==> src/hdl/scpt_consts.svh <==
`ifndef SCPT_CONSTS_SVH
`define SCPT_CONSTS_SVH

// Register addresses
`define SCPT_A_NOISE     15'h002B
`define SCPT_A_DIVPV     15'h003D
`define SCPT_A_DIVN      15'h003E
`define SCPT_A_HOLD      15'h005C
`define SCPT_A_CALEN     15'h005D
`define SCPT_A_CALDONE   15'h005E
`define SCPT_A_LOCK      15'h0208
`define SCPT_A_TRIG      15'h0030
`define SCPT_A_REFO      15'h0031
`define SCPT_A_AUX       15'h0032
`define SCPT_A_MARK      15'h0033

// Field positions
`define SCPT_PV_P        7:4
`define SCPT_PV_V        3:0
`define SCPT_TRIG_EN     0
`define SCPT_TRIG_MODE   2:1
`define SCPT_TRIG_DIV    7:4
`define SCPT_AUX_C       1:0
`define SCPT_AUX_D       3:2
`define SCPT_AUX_OVR     4
`define SCPT_MARK_OUT    0
`define SCPT_MARK_RECV   1
`define SCPT_NOISE_F     1:0

// Field values
`define SCPT_TRIG_MARKER 2'h3
`define SCPT_AUX_OFF     2'h0
`define SCPT_AUX_REF     2'h1
`define SCPT_AUX_DIV2    2'h2
`define SCPT_DIV2        8'h02
`define SCPT_DIV4        8'h04

// Reset values
`define SCPT_RST_ZERO    8'h00
`define SCPT_RST_HOLD    8'h01
`define SCPT_RST_REFO    8'h01

// Serial access frame
`define SCPT_SPI_HDR_LAST 5'h0F
`define SCPT_SPI_LAST     5'h17
`define SCPT_SPI_DATA     5'h10

// Timing
`define SCPT_CLK_PS      5000
`define SCPT_CAL_NS      2000
`define SCPT_LOCK_NS     1000
`define SCPT_MARK_LAT    4

`endif

==> src/hdl/scpt_pkg.sv <==
package scpt_pkg;

   typedef logic [7:0] scpt_byte_t;

   typedef enum logic [2:0] {
      SCPT_ST_HOLD,
      SCPT_ST_CAL,
      SCPT_ST_LOCKWAIT,
      SCPT_ST_LOCKED,
      SCPT_ST_FAIL
   } scpt_lock_state_t;

endpackage : scpt_pkg

==> src/hdl/scpt_clk_div.sv <==
`timescale 1ns/10ps
`include "scpt_consts.svh"

module scpt_clk_div
   import scpt_pkg::*;
#(
   parameter int W = 8
) (
   input  wire logic         clk,
   input  wire logic         nrst,
   input  wire logic         ce,
   input  wire logic         tick,
   input  wire logic [W-1:0] div,
   output logic              clk_out
);

   logic [W-1:0] cnt_q;
   logic [W-1:0] cnt_d;
   logic         wrap;
   logic         out_d;

   // Period is div ticks, high for the first half; div of 0 or 1 passes tick through
   assign wrap  = (cnt_q + W'(1)) >= div;
   assign cnt_d = wrap ? '0 : cnt_q + W'(1);
   assign out_d = (div <= W'(1)) ? tick : (cnt_q < (div >> 1));

   always_ff @(posedge clk) begin
      if (!nrst) begin
         cnt_q   <= '0;
         clk_out <= 1'b0;
      end else if (ce) begin
         if (tick) begin
            cnt_q <= cnt_d;
         end
         clk_out <= out_d;
      end
   end

endmodule : scpt_clk_div

==> src/hdl/scpt_marker_path.sv <==
`timescale 1ns/10ps
`include "scpt_consts.svh"

module scpt_marker_path
   import scpt_pkg::*;
#(
   parameter int LAT = `SCPT_MARK_LAT
) (
   input  wire logic        clk,
   input  wire logic        nrst,
   input  wire logic        ce,
   input  wire logic        marker_input,
   input  wire logic        ts_out_en,
   input  wire logic        recv_en,
   input  wire logic [11:0] sample_in,
   input  wire logic        sample_valid,
   output logic             marker_retimed,
   output logic [11:0]      link_word,
   output logic             link_valid
);

   logic           sync_m_q;
   logic [LAT-1:0] dly_q;
   logic           mark_now;
   logic [11:0]    word_d;

   // Receiver gates the marker before it is sampled
   assign mark_now = marker_retimed & recv_en;
   assign word_d   = ts_out_en ? {sample_in[11:1], dly_q[LAT-1]}
                               : sample_in;

   always_ff @(posedge clk) begin
      if (!nrst) begin
         sync_m_q       <= 1'b0;
         marker_retimed <= 1'b0;
         dly_q          <= '0;
         link_word      <= '0;
         link_valid     <= 1'b0;
      end else if (ce) begin
         sync_m_q       <= marker_input;
         marker_retimed <= sync_m_q;
         dly_q          <= {dly_q[LAT-2:0], mark_now};
         link_word      <= word_d;
         link_valid     <= sample_valid;
      end
   end

   link_lsb_a: assert property (@(posedge clk) disable iff (!nrst)
      ce && ts_out_en |=> link_word[0] == $past(dly_q[LAT-1])
                          && link_word[11:1] == $past(sample_in[11:1]))
      else $error("marker bit not in link word lsb");

   marker_lat_a: assert property (@(posedge clk) disable iff (!nrst)
      (ce && !recv_en) [*4] |=> dly_q[LAT-1] == 1'b0)
      else $error("marker seen with receiver off");

endmodule : scpt_marker_path

==> src/hdl/scpt_top.sv <==
`timescale 1ns/10ps
`include "scpt_consts.svh"

// Operation
// - Marker input retimed, repeated on trigger output when enabled and select is 3.
// - With marker output and receiver on, link word bit 0 is marker, sample in [11:1].
// - Marker sampled like a 1-bit conversion, with sample latency, input may be async.
// - Synth enable pin enables synthesizer; select pin high picks single-ended reference.
// - Both pins low bypass synthesizer, differential input is sampling clock.
// - Power-down pin high forces every clock output off.
// - Sampling rate is VCO over V times P, and reference times N.
// - Prescaler and VCO divider at one address, feedback divider at next.
// - With calibration enabled, releasing synthesizer reset starts VCO calibration.
// - Calibration done and lock status registers read 1 when reached.
// - Clock control register holds two supply noise suppression bits.
// - Reference repeat output copies selected reference, enabled by default, bit can clear.
// - Reference repeat drives only with synth pin high and power-down low.
// - Trigger output off after reset; sourced from marker or serializer clock.
// - Serializer source gives line rate divided by programmable receiver divider.
// - One sampling clock feeds cores, digital logic and serializer synthesizer.
// - Aux outputs give direct or divided reference, from config pins or registers.
// - Pins set aux C divider; aux D divider only via its register field.
module scpt_top
   import scpt_pkg::*;
#(
   parameter int MARK_LAT = `SCPT_MARK_LAT
) (
   input  wire logic        clk,
   input  wire logic        nrst,
   input  wire logic        ce,
   input  wire logic        spi_sclk,
   input  wire logic        spi_csn,
   input  wire logic        spi_sdi,
   output logic             spi_sdo,
   output logic             spi_sdo_oe,
   input  wire logic        synth_enable_pin,
   input  wire logic        ref_select_pin,
   input  wire logic        power_down_pin,
   input  wire logic [1:0]  aux_clock_config_pins,
   input  wire logic        diff_ref_input,
   input  wire logic        single_ended_ref_input,
   input  wire logic        serial_line_tick,
   input  wire logic        marker_input,
   input  wire logic [11:0] sample_in,
   input  wire logic        sample_valid,
   output logic [11:0]      link_word,
   output logic             link_valid,
   output logic             sample_clk_select,
   output logic             synth_reset_out,
   output logic [1:0]       noise_suppress,
   output logic             reference_repeat_output,
   output logic             aux_clock_out_c,
   output logic             aux_clock_out_d,
   output logic             trigger_clock_output
);

   localparam int CAL_CYC  =
      (`SCPT_CAL_NS * 1000 + `SCPT_CLK_PS - 1) / `SCPT_CLK_PS;
   localparam int LOCK_CYC =
      (`SCPT_LOCK_NS * 1000 + `SCPT_CLK_PS - 1) / `SCPT_CLK_PS;

   // Allowed V x P products
   function automatic logic vp_ok(input logic [3:0] p, input logic [3:0] v);
      logic [7:0] prod;
      prod = 8'(p * v);
      vp_ok = (prod == 8'h05) || (prod == 8'h06) || (prod == 8'h08) ||
              (prod == 8'h0A) || (prod == 8'h0C) || (prod == 8'h10);
   endfunction : vp_ok

   // Aux output source by mode
   function automatic logic aux_pick(input logic [1:0] mode,
                                     input logic ref_l, input logic d2,
                                     input logic d4);
      case (mode)
         `SCPT_AUX_OFF:  aux_pick = 1'b0;
         `SCPT_AUX_REF:  aux_pick = ref_l;
         `SCPT_AUX_DIV2: aux_pick = d2;
         default:        aux_pick = d4;
      endcase
   endfunction : aux_pick

   // Pin synchronisers
   logic       sclk_m_q, sclk_s_q, sclk_l_q;
   logic       csn_m_q, csn_s_q;
   logic       sdi_m_q, sdi_s_q;
   logic       syn_m_q, syn_s_q, sel_m_q, sel_s_q, pd_m_q, pd_s_q;
   logic [1:0] cfg_m_q, cfg_s_q;
   logic       dref_m_q, dref_s_q, sref_m_q, sref_s_q, ref_l_q;

   // Registers
   scpt_byte_t noise_q, pv_q, n_q, hold_q, calen_q;
   scpt_byte_t trig_q, refo_q, aux_q, mark_q;
   logic       cal_done_q, lock_q;

   // Serial access
   logic [4:0]  cnt_q;
   logic [22:0] shin_q;
   logic [7:0]  sdo_sh_q;
   logic        rw_q;
   logic [14:0] addr_q;

   scpt_lock_state_t st_q;
   logic [15:0]      tmr_q;

   wire sclk_rise = sclk_s_q & ~sclk_l_q;
   wire sclk_fall = ~sclk_s_q & sclk_l_q;
   wire bit_in    = sclk_rise & ~csn_s_q;
   wire hdr_done  = bit_in && (cnt_q == `SCPT_SPI_HDR_LAST);
   wire [15:0] hdr_w = {shin_q[14:0], sdi_s_q};
   wire wr_stb    = bit_in && (cnt_q == `SCPT_SPI_LAST) && !rw_q;
   wire [7:0] wdata = {shin_q[6:0], sdi_s_q};
   wire data_ph   = ~csn_s_q && rw_q && (cnt_q >= `SCPT_SPI_DATA);

   // Read decode
   wire [14:0] ra = hdr_w[14:0];
   wire [7:0] rd_data =
      (ra == `SCPT_A_NOISE)   ? noise_q :
      (ra == `SCPT_A_DIVPV)   ? pv_q :
      (ra == `SCPT_A_DIVN)    ? n_q :
      (ra == `SCPT_A_HOLD)    ? hold_q :
      (ra == `SCPT_A_CALEN)   ? calen_q :
      (ra == `SCPT_A_CALDONE) ? {7'h00, cal_done_q} :
      (ra == `SCPT_A_LOCK)    ? {7'h00, lock_q} :
      (ra == `SCPT_A_TRIG)    ? trig_q :
      (ra == `SCPT_A_REFO)    ? refo_q :
      (ra == `SCPT_A_AUX)     ? aux_q :
      (ra == `SCPT_A_MARK)    ? mark_q : 8'h00;

   // Clock selection
   wire synth_on = syn_s_q;
   wire ref_sel  = (synth_on && sel_s_q) ? sref_s_q : dref_s_q;
   wire ref_rise = ref_sel & ~ref_l_q;
   wire sclk_sel_d = synth_on;

   // Aux modes: pins unless register override
   wire       ovr    = aux_q[`SCPT_AUX_OVR];
   wire [1:0] c_mode = ovr ? aux_q[`SCPT_AUX_C] : cfg_s_q;
   wire [1:0] d_pin  = (cfg_s_q != `SCPT_AUX_OFF) ? `SCPT_AUX_REF
                                                  : `SCPT_AUX_OFF;
   wire [1:0] d_raw  = ovr ? aux_q[`SCPT_AUX_D] : d_pin;
   wire [1:0] d_mode = (c_mode != `SCPT_AUX_OFF) ? d_raw : `SCPT_AUX_OFF;

   logic ref_d2, ref_d4, ser_div, mark_rt;

   wire refo_d = synth_on && !pd_s_q && refo_q[0] && ref_sel;
   wire auxc_d = !pd_s_q && aux_pick(c_mode, ref_sel, ref_d2, ref_d4);
   wire auxd_d = !pd_s_q && aux_pick(d_mode, ref_sel, ref_d2, ref_d4);
   wire trig_en   = trig_q[`SCPT_TRIG_EN];
   wire trig_mark = trig_q[`SCPT_TRIG_MODE] == `SCPT_TRIG_MARKER;
   wire trig_d = !pd_s_q && trig_en &&
                 (trig_mark ? mark_rt : ser_div);

   // Lock sequence
   wire hold_fall = wr_stb && (addr_q == `SCPT_A_HOLD) &&
                    hold_q[0] && !wdata[0];
   wire div_ok    = vp_ok(pv_q[`SCPT_PV_P], pv_q[`SCPT_PV_V]) &&
                    (n_q != `SCPT_RST_ZERO);

   always_ff @(posedge clk) begin
      if (!nrst) begin
         {sclk_m_q, sclk_s_q, sclk_l_q} <= 3'h0;
         {csn_m_q, csn_s_q}             <= 2'h3;
         {sdi_m_q, sdi_s_q}             <= 2'h0;
         {syn_m_q, syn_s_q, sel_m_q, sel_s_q} <= 4'h0;
         {pd_m_q, pd_s_q}               <= 2'h0;
         {cfg_m_q, cfg_s_q}             <= 4'h0;
         {dref_m_q, dref_s_q, sref_m_q, sref_s_q, ref_l_q} <= 5'h00;
      end else if (ce) begin
         sclk_m_q <= spi_sclk;
         sclk_s_q <= sclk_m_q;
         sclk_l_q <= sclk_s_q;
         csn_m_q  <= spi_csn;
         csn_s_q  <= csn_m_q;
         sdi_m_q  <= spi_sdi;
         sdi_s_q  <= sdi_m_q;
         syn_m_q  <= synth_enable_pin;
         syn_s_q  <= syn_m_q;
         sel_m_q  <= ref_select_pin;
         sel_s_q  <= sel_m_q;
         pd_m_q   <= power_down_pin;
         pd_s_q   <= pd_m_q;
         cfg_m_q  <= aux_clock_config_pins;
         cfg_s_q  <= cfg_m_q;
         dref_m_q <= diff_ref_input;
         dref_s_q <= dref_m_q;
         sref_m_q <= single_ended_ref_input;
         sref_s_q <= sref_m_q;
         ref_l_q  <= ref_sel;
      end
   end

   // Serial shifter
   always_ff @(posedge clk) begin
      if (!nrst) begin
         cnt_q      <= 5'h00;
         shin_q     <= '0;
         sdo_sh_q   <= 8'h00;
         rw_q       <= 1'b0;
         addr_q     <= 15'h0000;
         spi_sdo    <= 1'b0;
         spi_sdo_oe <= 1'b0;
      end else if (ce) begin
         if (csn_s_q) begin
            cnt_q <= 5'h00;
         end else if (bit_in) begin
            cnt_q  <= cnt_q + 5'h01;
            shin_q <= {shin_q[21:0], sdi_s_q};
         end
         if (hdr_done) begin
            rw_q     <= hdr_w[15];
            addr_q   <= hdr_w[14:0];
            sdo_sh_q <= rd_data;
         end else if (sclk_fall && data_ph) begin
            spi_sdo  <= sdo_sh_q[7];
            sdo_sh_q <= {sdo_sh_q[6:0], 1'b0};
         end
         spi_sdo_oe <= data_ph;
      end
   end

   // Register writes
   always_ff @(posedge clk) begin
      if (!nrst) begin
         noise_q <= `SCPT_RST_ZERO;
         pv_q    <= `SCPT_RST_ZERO;
         n_q     <= `SCPT_RST_ZERO;
         hold_q  <= `SCPT_RST_HOLD;
         calen_q <= `SCPT_RST_ZERO;
         trig_q  <= `SCPT_RST_ZERO;
         refo_q  <= `SCPT_RST_REFO;
         aux_q   <= `SCPT_RST_ZERO;
         mark_q  <= `SCPT_RST_ZERO;
      end else if (ce && wr_stb) begin
         case (addr_q)
            `SCPT_A_NOISE: noise_q <= wdata;
            `SCPT_A_DIVPV: pv_q    <= wdata;
            `SCPT_A_DIVN:  n_q     <= wdata;
            `SCPT_A_HOLD:  hold_q  <= wdata;
            `SCPT_A_CALEN: calen_q <= wdata;
            `SCPT_A_TRIG:  trig_q  <= wdata;
            `SCPT_A_REFO:  refo_q  <= wdata;
            `SCPT_A_AUX:   aux_q   <= wdata;
            `SCPT_A_MARK:  mark_q  <= wdata;
            default: ;
         endcase
      end
   end

   // Calibration and lock model
   always_ff @(posedge clk) begin
      if (!nrst) begin
         st_q       <= SCPT_ST_HOLD;
         tmr_q      <= 16'h0000;
         cal_done_q <= 1'b0;
         lock_q     <= 1'b0;
      end else if (ce) begin
         if (hold_q[0] || !synth_on) begin
            st_q       <= SCPT_ST_HOLD;
            cal_done_q <= 1'b0;
            lock_q     <= 1'b0;
         end else begin
            case (st_q)
               SCPT_ST_HOLD: begin
                  st_q  <= calen_q[0] ? SCPT_ST_CAL : SCPT_ST_LOCKWAIT;
                  tmr_q <= calen_q[0] ? 16'(CAL_CYC - 1) : 16'(LOCK_CYC - 1);
               end
               SCPT_ST_CAL: begin
                  if (tmr_q == 16'h0000) begin
                     cal_done_q <= 1'b1;
                     st_q       <= SCPT_ST_LOCKWAIT;
                     tmr_q      <= 16'(LOCK_CYC - 1);
                  end else begin
                     tmr_q <= tmr_q - 16'h0001;
                  end
               end
               SCPT_ST_LOCKWAIT: begin
                  if (!div_ok) begin
                     st_q <= SCPT_ST_FAIL;
                  end else if (tmr_q == 16'h0000) begin
                     st_q   <= SCPT_ST_LOCKED;
                     lock_q <= 1'b1;
                  end else begin
                     tmr_q <= tmr_q - 16'h0001;
                  end
               end
               SCPT_ST_LOCKED: lock_q <= div_ok;
               default: lock_q <= 1'b0;
            endcase
         end
      end
   end

   // Clock outputs
   always_ff @(posedge clk) begin
      if (!nrst) begin
         reference_repeat_output <= 1'b0;
         aux_clock_out_c         <= 1'b0;
         aux_clock_out_d         <= 1'b0;
         trigger_clock_output    <= 1'b0;
         sample_clk_select       <= 1'b0;
         synth_reset_out         <= 1'b1;
         noise_suppress          <= 2'h0;
      end else if (ce) begin
         reference_repeat_output <= refo_d;
         aux_clock_out_c         <= auxc_d;
         aux_clock_out_d         <= auxd_d;
         trigger_clock_output    <= trig_d;
         sample_clk_select       <= sclk_sel_d;
         synth_reset_out         <= hold_q[0] | ~synth_on;
         noise_suppress          <= noise_q[`SCPT_NOISE_F];
      end
   end

   scpt_clk_div #(.W(8)) u_ref_d2 (
      .clk(clk), .nrst(nrst), .ce(ce), .tick(ref_rise),
      .div(`SCPT_DIV2), .clk_out(ref_d2));

   scpt_clk_div #(.W(8)) u_ref_d4 (
      .clk(clk), .nrst(nrst), .ce(ce), .tick(ref_rise),
      .div(`SCPT_DIV4), .clk_out(ref_d4));

   scpt_clk_div #(.W(8)) u_ser_div (
      .clk(clk), .nrst(nrst), .ce(ce), .tick(serial_line_tick),
      .div({4'h0, trig_q[`SCPT_TRIG_DIV]}), .clk_out(ser_div));

   scpt_marker_path #(.LAT(MARK_LAT)) u_mark (
      .clk(clk), .nrst(nrst), .ce(ce), .marker_input(marker_input),
      .ts_out_en(mark_q[`SCPT_MARK_OUT]),
      .recv_en(mark_q[`SCPT_MARK_RECV]),
      .sample_in(sample_in), .sample_valid(sample_valid),
      .marker_retimed(mark_rt), .link_word(link_word),
      .link_valid(link_valid));

   pd_outputs_a: assert property (@(posedge clk) disable iff (!nrst)
      ce && pd_s_q |=> !reference_repeat_output && !aux_clock_out_c
                       && !aux_clock_out_d && !trigger_clock_output)
      else $error("clock output active in power down");

   trig_off_a: assert property (@(posedge clk) disable iff (!nrst)
      ce && !trig_en |=> !trigger_clock_output)
      else $error("trigger output active while disabled");

   trig_marker_a: assert property (@(posedge clk) disable iff (!nrst)
      ce && trig_en && trig_mark && !pd_s_q
      |=> trigger_clock_output == $past(mark_rt))
      else $error("trigger does not follow marker");

   refo_gate_a: assert property (@(posedge clk) disable iff (!nrst)
      ce && (!synth_on || !refo_q[0]) |=> !reference_repeat_output)
      else $error("reference repeat active without synth");

   bypass_sel_a: assert property (@(posedge clk) disable iff (!nrst)
      ce && !syn_s_q && !sel_s_q |=> !sample_clk_select)
      else $error("synthesizer not bypassed");

   cal_end_a: assert property (@(posedge clk) disable iff (!nrst)
      ce && st_q == SCPT_ST_CAL && tmr_q == 16'h0000
      && !hold_q[0] && synth_on |=> cal_done_q)
      else $error("calibration done not set at end");

   lock_hold_a: assert property (@(posedge clk) disable iff (!nrst)
      lock_q |-> !$past(hold_q[0]) && div_ok)
      else $error("lock reported while held or bad dividers");

   divn_write_a: assert property (@(posedge clk) disable iff (!nrst)
      ce && wr_stb && addr_q == `SCPT_A_DIVN |=> n_q == $past(wdata))
      else $error("feedback divider write lost");

endmodule : scpt_top

==> config.mk <==
export PLATFORM = sky130hd
export DESIGN_NAME = scpt_top
export DESIGN_NICKNAME = d
export VERILOG_FILES = /design/src/hdl/scpt_pkg.sv /design/src/hdl/scpt_clk_div.sv /design/src/hdl/scpt_marker_path.sv /design/src/hdl/scpt_top.sv
export VERILOG_INCLUDE_DIRS = /design/src /design/src/hdl
export SDC_FILE = /design/constraint.sdc
export NUM_CORES = 1
export LEC_CHECK = 0
export BUFFER_PORTS_ARGS = -buffer_cell sky130_fd_sc_hd__buf_2
export CORE_UTILIZATION = 67
export CTS_CLUSTER_DIAMETER = 50
export DETAILED_ROUTE_END_ITERATION = 12
export GPL_TIMING_DRIVEN = 0
export HOLD_SLACK_MARGIN = 0.12
export MAX_ROUTING_LAYER = met4
export PLACE_DENSITY = 0.92
export SYNTH_ARGS = -nofsm -noshare
export SYNTH_HDL_FRONTEND = slang
export SYNTH_HIERARCHICAL = 1
export SYNTH_SLANG_ARGS = --single-unit
==> constraint.sdc <==
create_clock -name clk -period 7.6 [get_ports clk]
set_input_delay 0.38 -clock clk [delete_from_list [all_inputs] [get_ports clk]]
set_output_delay 0.38 -clock clk [all_outputs]
set_load 0.05 [all_outputs]
* Word-level counts from Yosys, hierarchy flattened
Index checks and enable logic that the tools add are counted.
** Operators by class
- Add/subtract/negate cells :: 5
- Multiply operators :: 1
- $lt $le $gt $ge :: 8
- Eq/ne operators :: 43
- Mux-type cells :: 45
- Bitwise operators :: 13
- Reductions and logical operators :: 59
** Operator list (number)
- equality test 15 x 6 -> 1 bit (second input constant) :: 14
- 2-to-1 mux 8 bit :: 16
- equality test 15 x 7 -> 1 bit (second input constant) :: 5
- 2-to-1 mux 16 bit :: 3
- case mux 16 bit (3 select lines) :: 1
- AND reduction 2 bit :: 14
- adder 8 x 1 -> 8 bit (second input constant) :: 3
- equality test 8 x 4 -> 1 bit (second input constant) :: 3
- equality test 8 x 3 -> 1 bit (second input constant) :: 2
- logical AND 1 bit :: 16
- zero test 16 bit :: 1
- subtractor 16 x 1 -> 16 bit (second input constant) :: 1
- equality test 15 x 10 -> 1 bit (second input constant) :: 1
- 2-to-1 mux 3 bit :: 4
- nonzero test 2 bit :: 6
- 2-to-1 mux 1 bit :: 10
- 2-to-1 mux 5 bit :: 2
- 2-to-1 mux 9 bit :: 1
- != test 3 bit (second input constant) :: 3
- case mux 1 bit (3 select lines) :: 3
- case mux 3 bit (3 select lines) :: 1
- AND reduction 3 bit :: 3
- equality test 8 x 5 -> 1 bit (second input constant) :: 1
- >= comparator 8 x 2 -> 1 bit (second input constant) :: 1
- other kinds (32) :: 59
** Storage, ports and cells
- Flip-flop bits (word level) :: 215
- Bits of input ports :: 28
- Output and inout port bits :: 23
- Logic and storage cells :: 232

* Logic depth before layout (Yosys ltp)
- Depth in word-level cells :: 13
- Gate-level depth with buffers :: 15
- Mapped depth without buffers :: 14

* Modules after synthesis
The synthesis kept the hierarchy.
** By module, submodules not included
- scpt_top :: times used 1, cells an instance 981, area an instance 8146.6 um^2, sequential area each 3383.2 um^2
- scpt_clk_div :: times used 3, cells an instance 97, area an instance 795.8 um^2, sequential area each 180.2 um^2
- scpt_marker_path :: times used 1, cells an instance 62, area an instance 723.2 um^2, sequential area each 380.4 um^2

* Worst setup path after synthesis
No wires, ideal clock.
- Path type :: reg2reg
- Start :: reg pv_q[4]
- End :: reg tmr_q[7]
- Setup time :: 0.075 ns
- Arrival time :: 3.586 ns
- Data required time :: 7.525 ns
- Setup slack :: 3.939 ns
- Stages on the path, launching flop included :: 13
- Buffers on the path :: 0
- Period minus slack after synthesis :: 3.661 ns
- Path through :: dfxtp_1 nand2_1 fa_1 fa_1 fa_1 xnor2_1 mux2_2 o22ai_1 a21o_2 and4_4 nor2_8 or3_1 a31oi_1
** On the way
- Longest elaborated chain between the ends :: 10
- Elaborated cells between the ends (all ways) :: 15
- Classes of those cells :: mul: 1; eq/ne: 7; reduce/logical: 7
** RTL lines
- start, declared :: line scpt_top.sv:91 : scpt_byte_t noise_q, pv_q, n_q, hold_q, calen_q;
- start signal, assigned :: line scpt_top.sv:225 : pv_q <= `SCPT_RST_ZERO;
- start signal, assigned :: line scpt_top.sv:236 : `SCPT_A_DIVPV: pv_q <= wdata;
- multiplier 4 x 4 -> 8 bit * :: line scpt_top.sv:65 : prod = 8'(p * v);
- equality test 8 x 3 -> 1 bit :: line scpt_top.sv:66 : vp_ok = (prod == 8'h05) || (prod == 8'h06) || (prod == 8'h08) ||
- logical OR 1 bit (3 in series) :: line scpt_top.sv:66
- logical OR 1 bit :: line scpt_top.sv:67 : (prod == 8'h0A) || (prod == 8'h0C) || (prod == 8'h10);
- logical OR 1 bit * :: line scpt_top.sv:67
- logical AND 1 bit * :: line scpt_top.sv:156 : wire div_ok = vp_ok(pv_q[`SCPT_PV_P], pv_q[`SCPT_PV_V]) &&
- != test 2 bit (no source line) *
- AND reduction 5 bit (no source line) *
- end signal, assigned :: line scpt_top.sv:265 : tmr_q <= calen_q[0] ? 16'(CAL_CYC - 1) : 16'(LOCK_CYC - 1);
- end signal, assigned :: line scpt_top.sv:271 : tmr_q <= 16'(LOCK_CYC - 1);
- end signal, assigned :: line scpt_top.sv:273 : tmr_q <= tmr_q - 16'h0001;
- end, declared :: line scpt_top.sv:103 : logic [15:0] tmr_q;
Every way passes the cells marked *; elsewhere a longest branch is shown, timed or not.
A chain may end at the register's enable or synchronous reset.

* Final worst setup path
- Start :: reg pv_q[5]
- End :: reg tmr_q[1]
The elaborated chain is that of the path after synthesis.

==> results_dict.tcl <==
set metrics [dict create \
    clkSlewWorstSetupHoldPaths_ns 0.06 \
    ys_ff_latch 215 \
    required_ns 8.00 \
    synthTopCellsByArea "dfxtp_1 38%, mux2i_1 10%, ha_1 6.8%" \
    switchingPower_uw 561 \
    drt-pass1-iter-count 6 \
    cts_tree "yes" \
    status "complete, no violations" \
    drc_errors 0 \
    area_growth_pct 12.6 \
    intPower_uw 1800 \
    diodes 0 \
    post_cts_buffers 0 \
    fin_crit_sh_pct 54.9 \
    final_common_cell "dfxtp_1" \
    cts_resized 0 \
    setup_viol 0 \
    die_area_sq_um 17300 \
    cts_root_buf "clkbuf_16" \
    die_h_microns 132 \
    tns_ns 0 \
    start_util_pct 68.4 \
    grt-ovfl-total 0 \
    pwr-share-clk_pct 45.1 \
    synthFlopType "dfxtp_1" \
    async_reset_ff_share_pct 0 \
    cts.sinks 215 \
    cap_violations 0 \
    track_usage_pct 36.6 \
    period_needed_ns 4.17 \
    rsz0062_at_grt "false" \
    multi_input_area_sq_um 6630 \
    synth_edf_count 0 \
    instances_no_fill 1685 \
    yosys.area.top_type "dfxtp_1" \
    core-area_sq_um 16500 \
    avgRoutedWirePerCell_microns 18.3 \
    cts_buffers 22 \
    max_freq_mhz 240 \
    dp_cells 1642 \
    worst-path-max-fanout 10 \
    hold_class "primary input to register" \
    path_buf_inv 1 \
    hpwl_microns 20800 \
    detail_route.wirelength_microns 30900 \
    drt-vias-per-instance 6.23 \
    syn_inst 1334 \
    critical_path.startpoint "pv_q[5]$_SDFFE_PN0P_" \
    die_w_microns 132 \
    cp_common_cell "fa_1" \
    yosysUniqueCellTypes 78 \
    critical_path_class "register to register" \
    num_vias 10490 \
    ant_nets 0 \
    p_leak_uw 0.00536 \
    arrival_ns 4.57 \
    seqCellArea_sq_um 4300 \
    end_kind "register" \
    place_congestion 0.988 \
    antenna_found_initial 0 \
    clockBufferDepth 3 \
    clkLatencyLatePin_ns 0.51 \
    hold_path.startpoint "aux_clock_config_pins[1]" \
    grt_pass1_wl_microns 50300 \
    most-common-layout-cells "215 x dfxtp_1, 197 x nand2_1, 152 x nor2_1" \
    h-tree-depth 1 \
    yosysWarnings 6 \
    worst_setup_path_start_kind "register" \
    final_max_slew_viol_count 0 \
    hold_viol 0 \
    sw_frac_of_total_pct 23.7 \
    rows 47 \
    ioPinCount 51 \
    tightest_slew_ns 1.17 \
    ys_seq_area_share_pct 38.2 \
    worstPathCellList "nand2_1 > fa_1 > fa_1 > fa_1 > xnor2_1 > mux2_2 > o22ai_1 > a21o_2 > nand4_1 > nand2_1 > clkbuf_1 > nor2_1 > a311oi_1" \
    synth_top_cell_area_share_pct 38.2 \
    drt_iter0_drc 1096 \
    nets 1544 \
    power_frac_seq_pct 48.8 \
    power_density_nw_per_um2 186 \
    combinationalPowerShare_pct 6.1 \
    grt_max_degree 28 \
    portBuffers 50 \
    maxSlewHeadroom_pct 21.6 \
    vdd_ir_drop_max_v 0.000162 \
    path_delay_family "adder cells" \
    finClkSkew_ns 0.0106 \
    drive_gt1_share_pct 8.19 \
    cp_slowest_cell "fa_1" \
    nFillCells 1077 \
    postSynthAreaPerCell_sq_um 8.44 \
    grt_pass1_vias 10238 \
    critPathMaxStageDelay_ns 0.54 \
    r2r-start "pv_q[5]$_SDFFE_PN0P_" \
    synthesis.area_sq_um 11300 \
    holdBufCountCts 5 \
]
worst register-to-register path: cells and delay by family (launching register included):
kind | cells | cell delay (ns)
adder cells (fa/ha/maj) | 3 | 1.51
AO/OA/AOI/OAI | 3 | 0.62
flip-flops | 1 | 0.48
AND/OR/NAND/NOR | 4 | 0.44
multiplexers | 1 | 0.38
buffers and inverters | 1 | 0.35
XOR/XNOR | 1 | 0.28
logic make-up after synthesis:
group	after synthesis	share of synthesized area, %
other	2	0.0667
muxes	117	10.5
and+or+nand+nor	552	24.0
buffers and inverters	115	4.12
adders and majority gates	65	7.49
AOI/OAI and AO/OA	247	13.9
DFF	215	38.2
xor gates and xnor gates	21	1.63
metrics by stage:
stage,cell area (sq um),setup slack (ns),power (uW),hold WS (ns),util [%]
after floorplan,11400,3.94,1270,0.432,-
after global placement,11900,3.61,1310,0.443,72.4
after detailed placement,11900,3.47,1310,0.449,72.4
after CTS,12700,3.42,2360,0.121,77.0
after global routing,12700,3.10,2420,0.154,77.0
final,12700,3.43,2360,0.118,77.0
cells in the mapped netlist, types with 4 or more instances:
cell	count
and2_1	13
nor4_1	11
a211oi_1	11
a21o_1	10
xor2_1	6
inv_1	51
and3_1	16
a211o_1	6
nand3b_1	8
a22o_1	5
xnor2_1	15
nor3_1	21
nor3b_1	4
fa_1	4
o221ai_1	6
o21ai_0	44
a31oi_1	9
a221oi_1	9
a21oi_1	89
nand2_1	197
dfxtp_1	215
ha_1	61
mux2i_1	115
buf_1	5
nor2b_1	24
o211ai_1	11
o21ai_1	6
a311oi_1	6
a22oi_1	6
or3_1	8
nand2b_1	31
o22ai_1	6
nand4b_1	7
nor2_1	152
clkbuf_1	50
nand4_1	4
o31a_1	4
and4_1	4
nand3_1	23
power groups by stage:
stage          clock [uW]  combinational (uW)  sequential (uW)
6_report             1060                 144             1150
5_1_grt              1110                 155             1150
4_1_cts              1060                 139             1150
3_5_place_dp            0                 134             1180
3_3_place_gp            0                 128             1180
2_1_floorplan           0                80.8             1190
worst paths after layout:
kind,slack (ns),cells after the start,end
setup / recovery,3.43,13,tmr_q[1]$_SDFFE_PN0P_
hold / removal,0.12,3,cfg_m_q[1]$_SDFFE_PN0P_
setup reg to reg,3.43,13,tmr_q[1]$_SDFFE_PN0P_
hold reg to reg,0.46,2,addr_q[9]$_SDFFE_PN0P_
final cells by class:
type / instances / area share, %
flip-flops and latches: 215 / 33.9
clock inverters: 10 / 0.701
plain buffers: 62 / 2.09
clock buffers: 28 / 4.85
multi-input cells: 1042 / 52.3
inverters: 53 / 1.57
well taps: 220 / 2.17
repair buffers: 55 / 2.37
layer usage:
layer | wire length [microns] | up-vias | global-route usage (%)
met5 | 0 | - | -
met4 | 1760 | 0 | 21.2
met3 | 2480 | 166 | 5.40
met2 | 14500 | 565 | 60.1
met1 | 12100 | 4888 | 42.9
li1 | - | 4871 | -
state kept, by name, summed over array words and instances (netlist names), 12 cells and up:
signal	cells
addr_q	15
shin_q	15
tmr_q	16
u_mark/link_word	12
(Power assumes the default switching activity.)
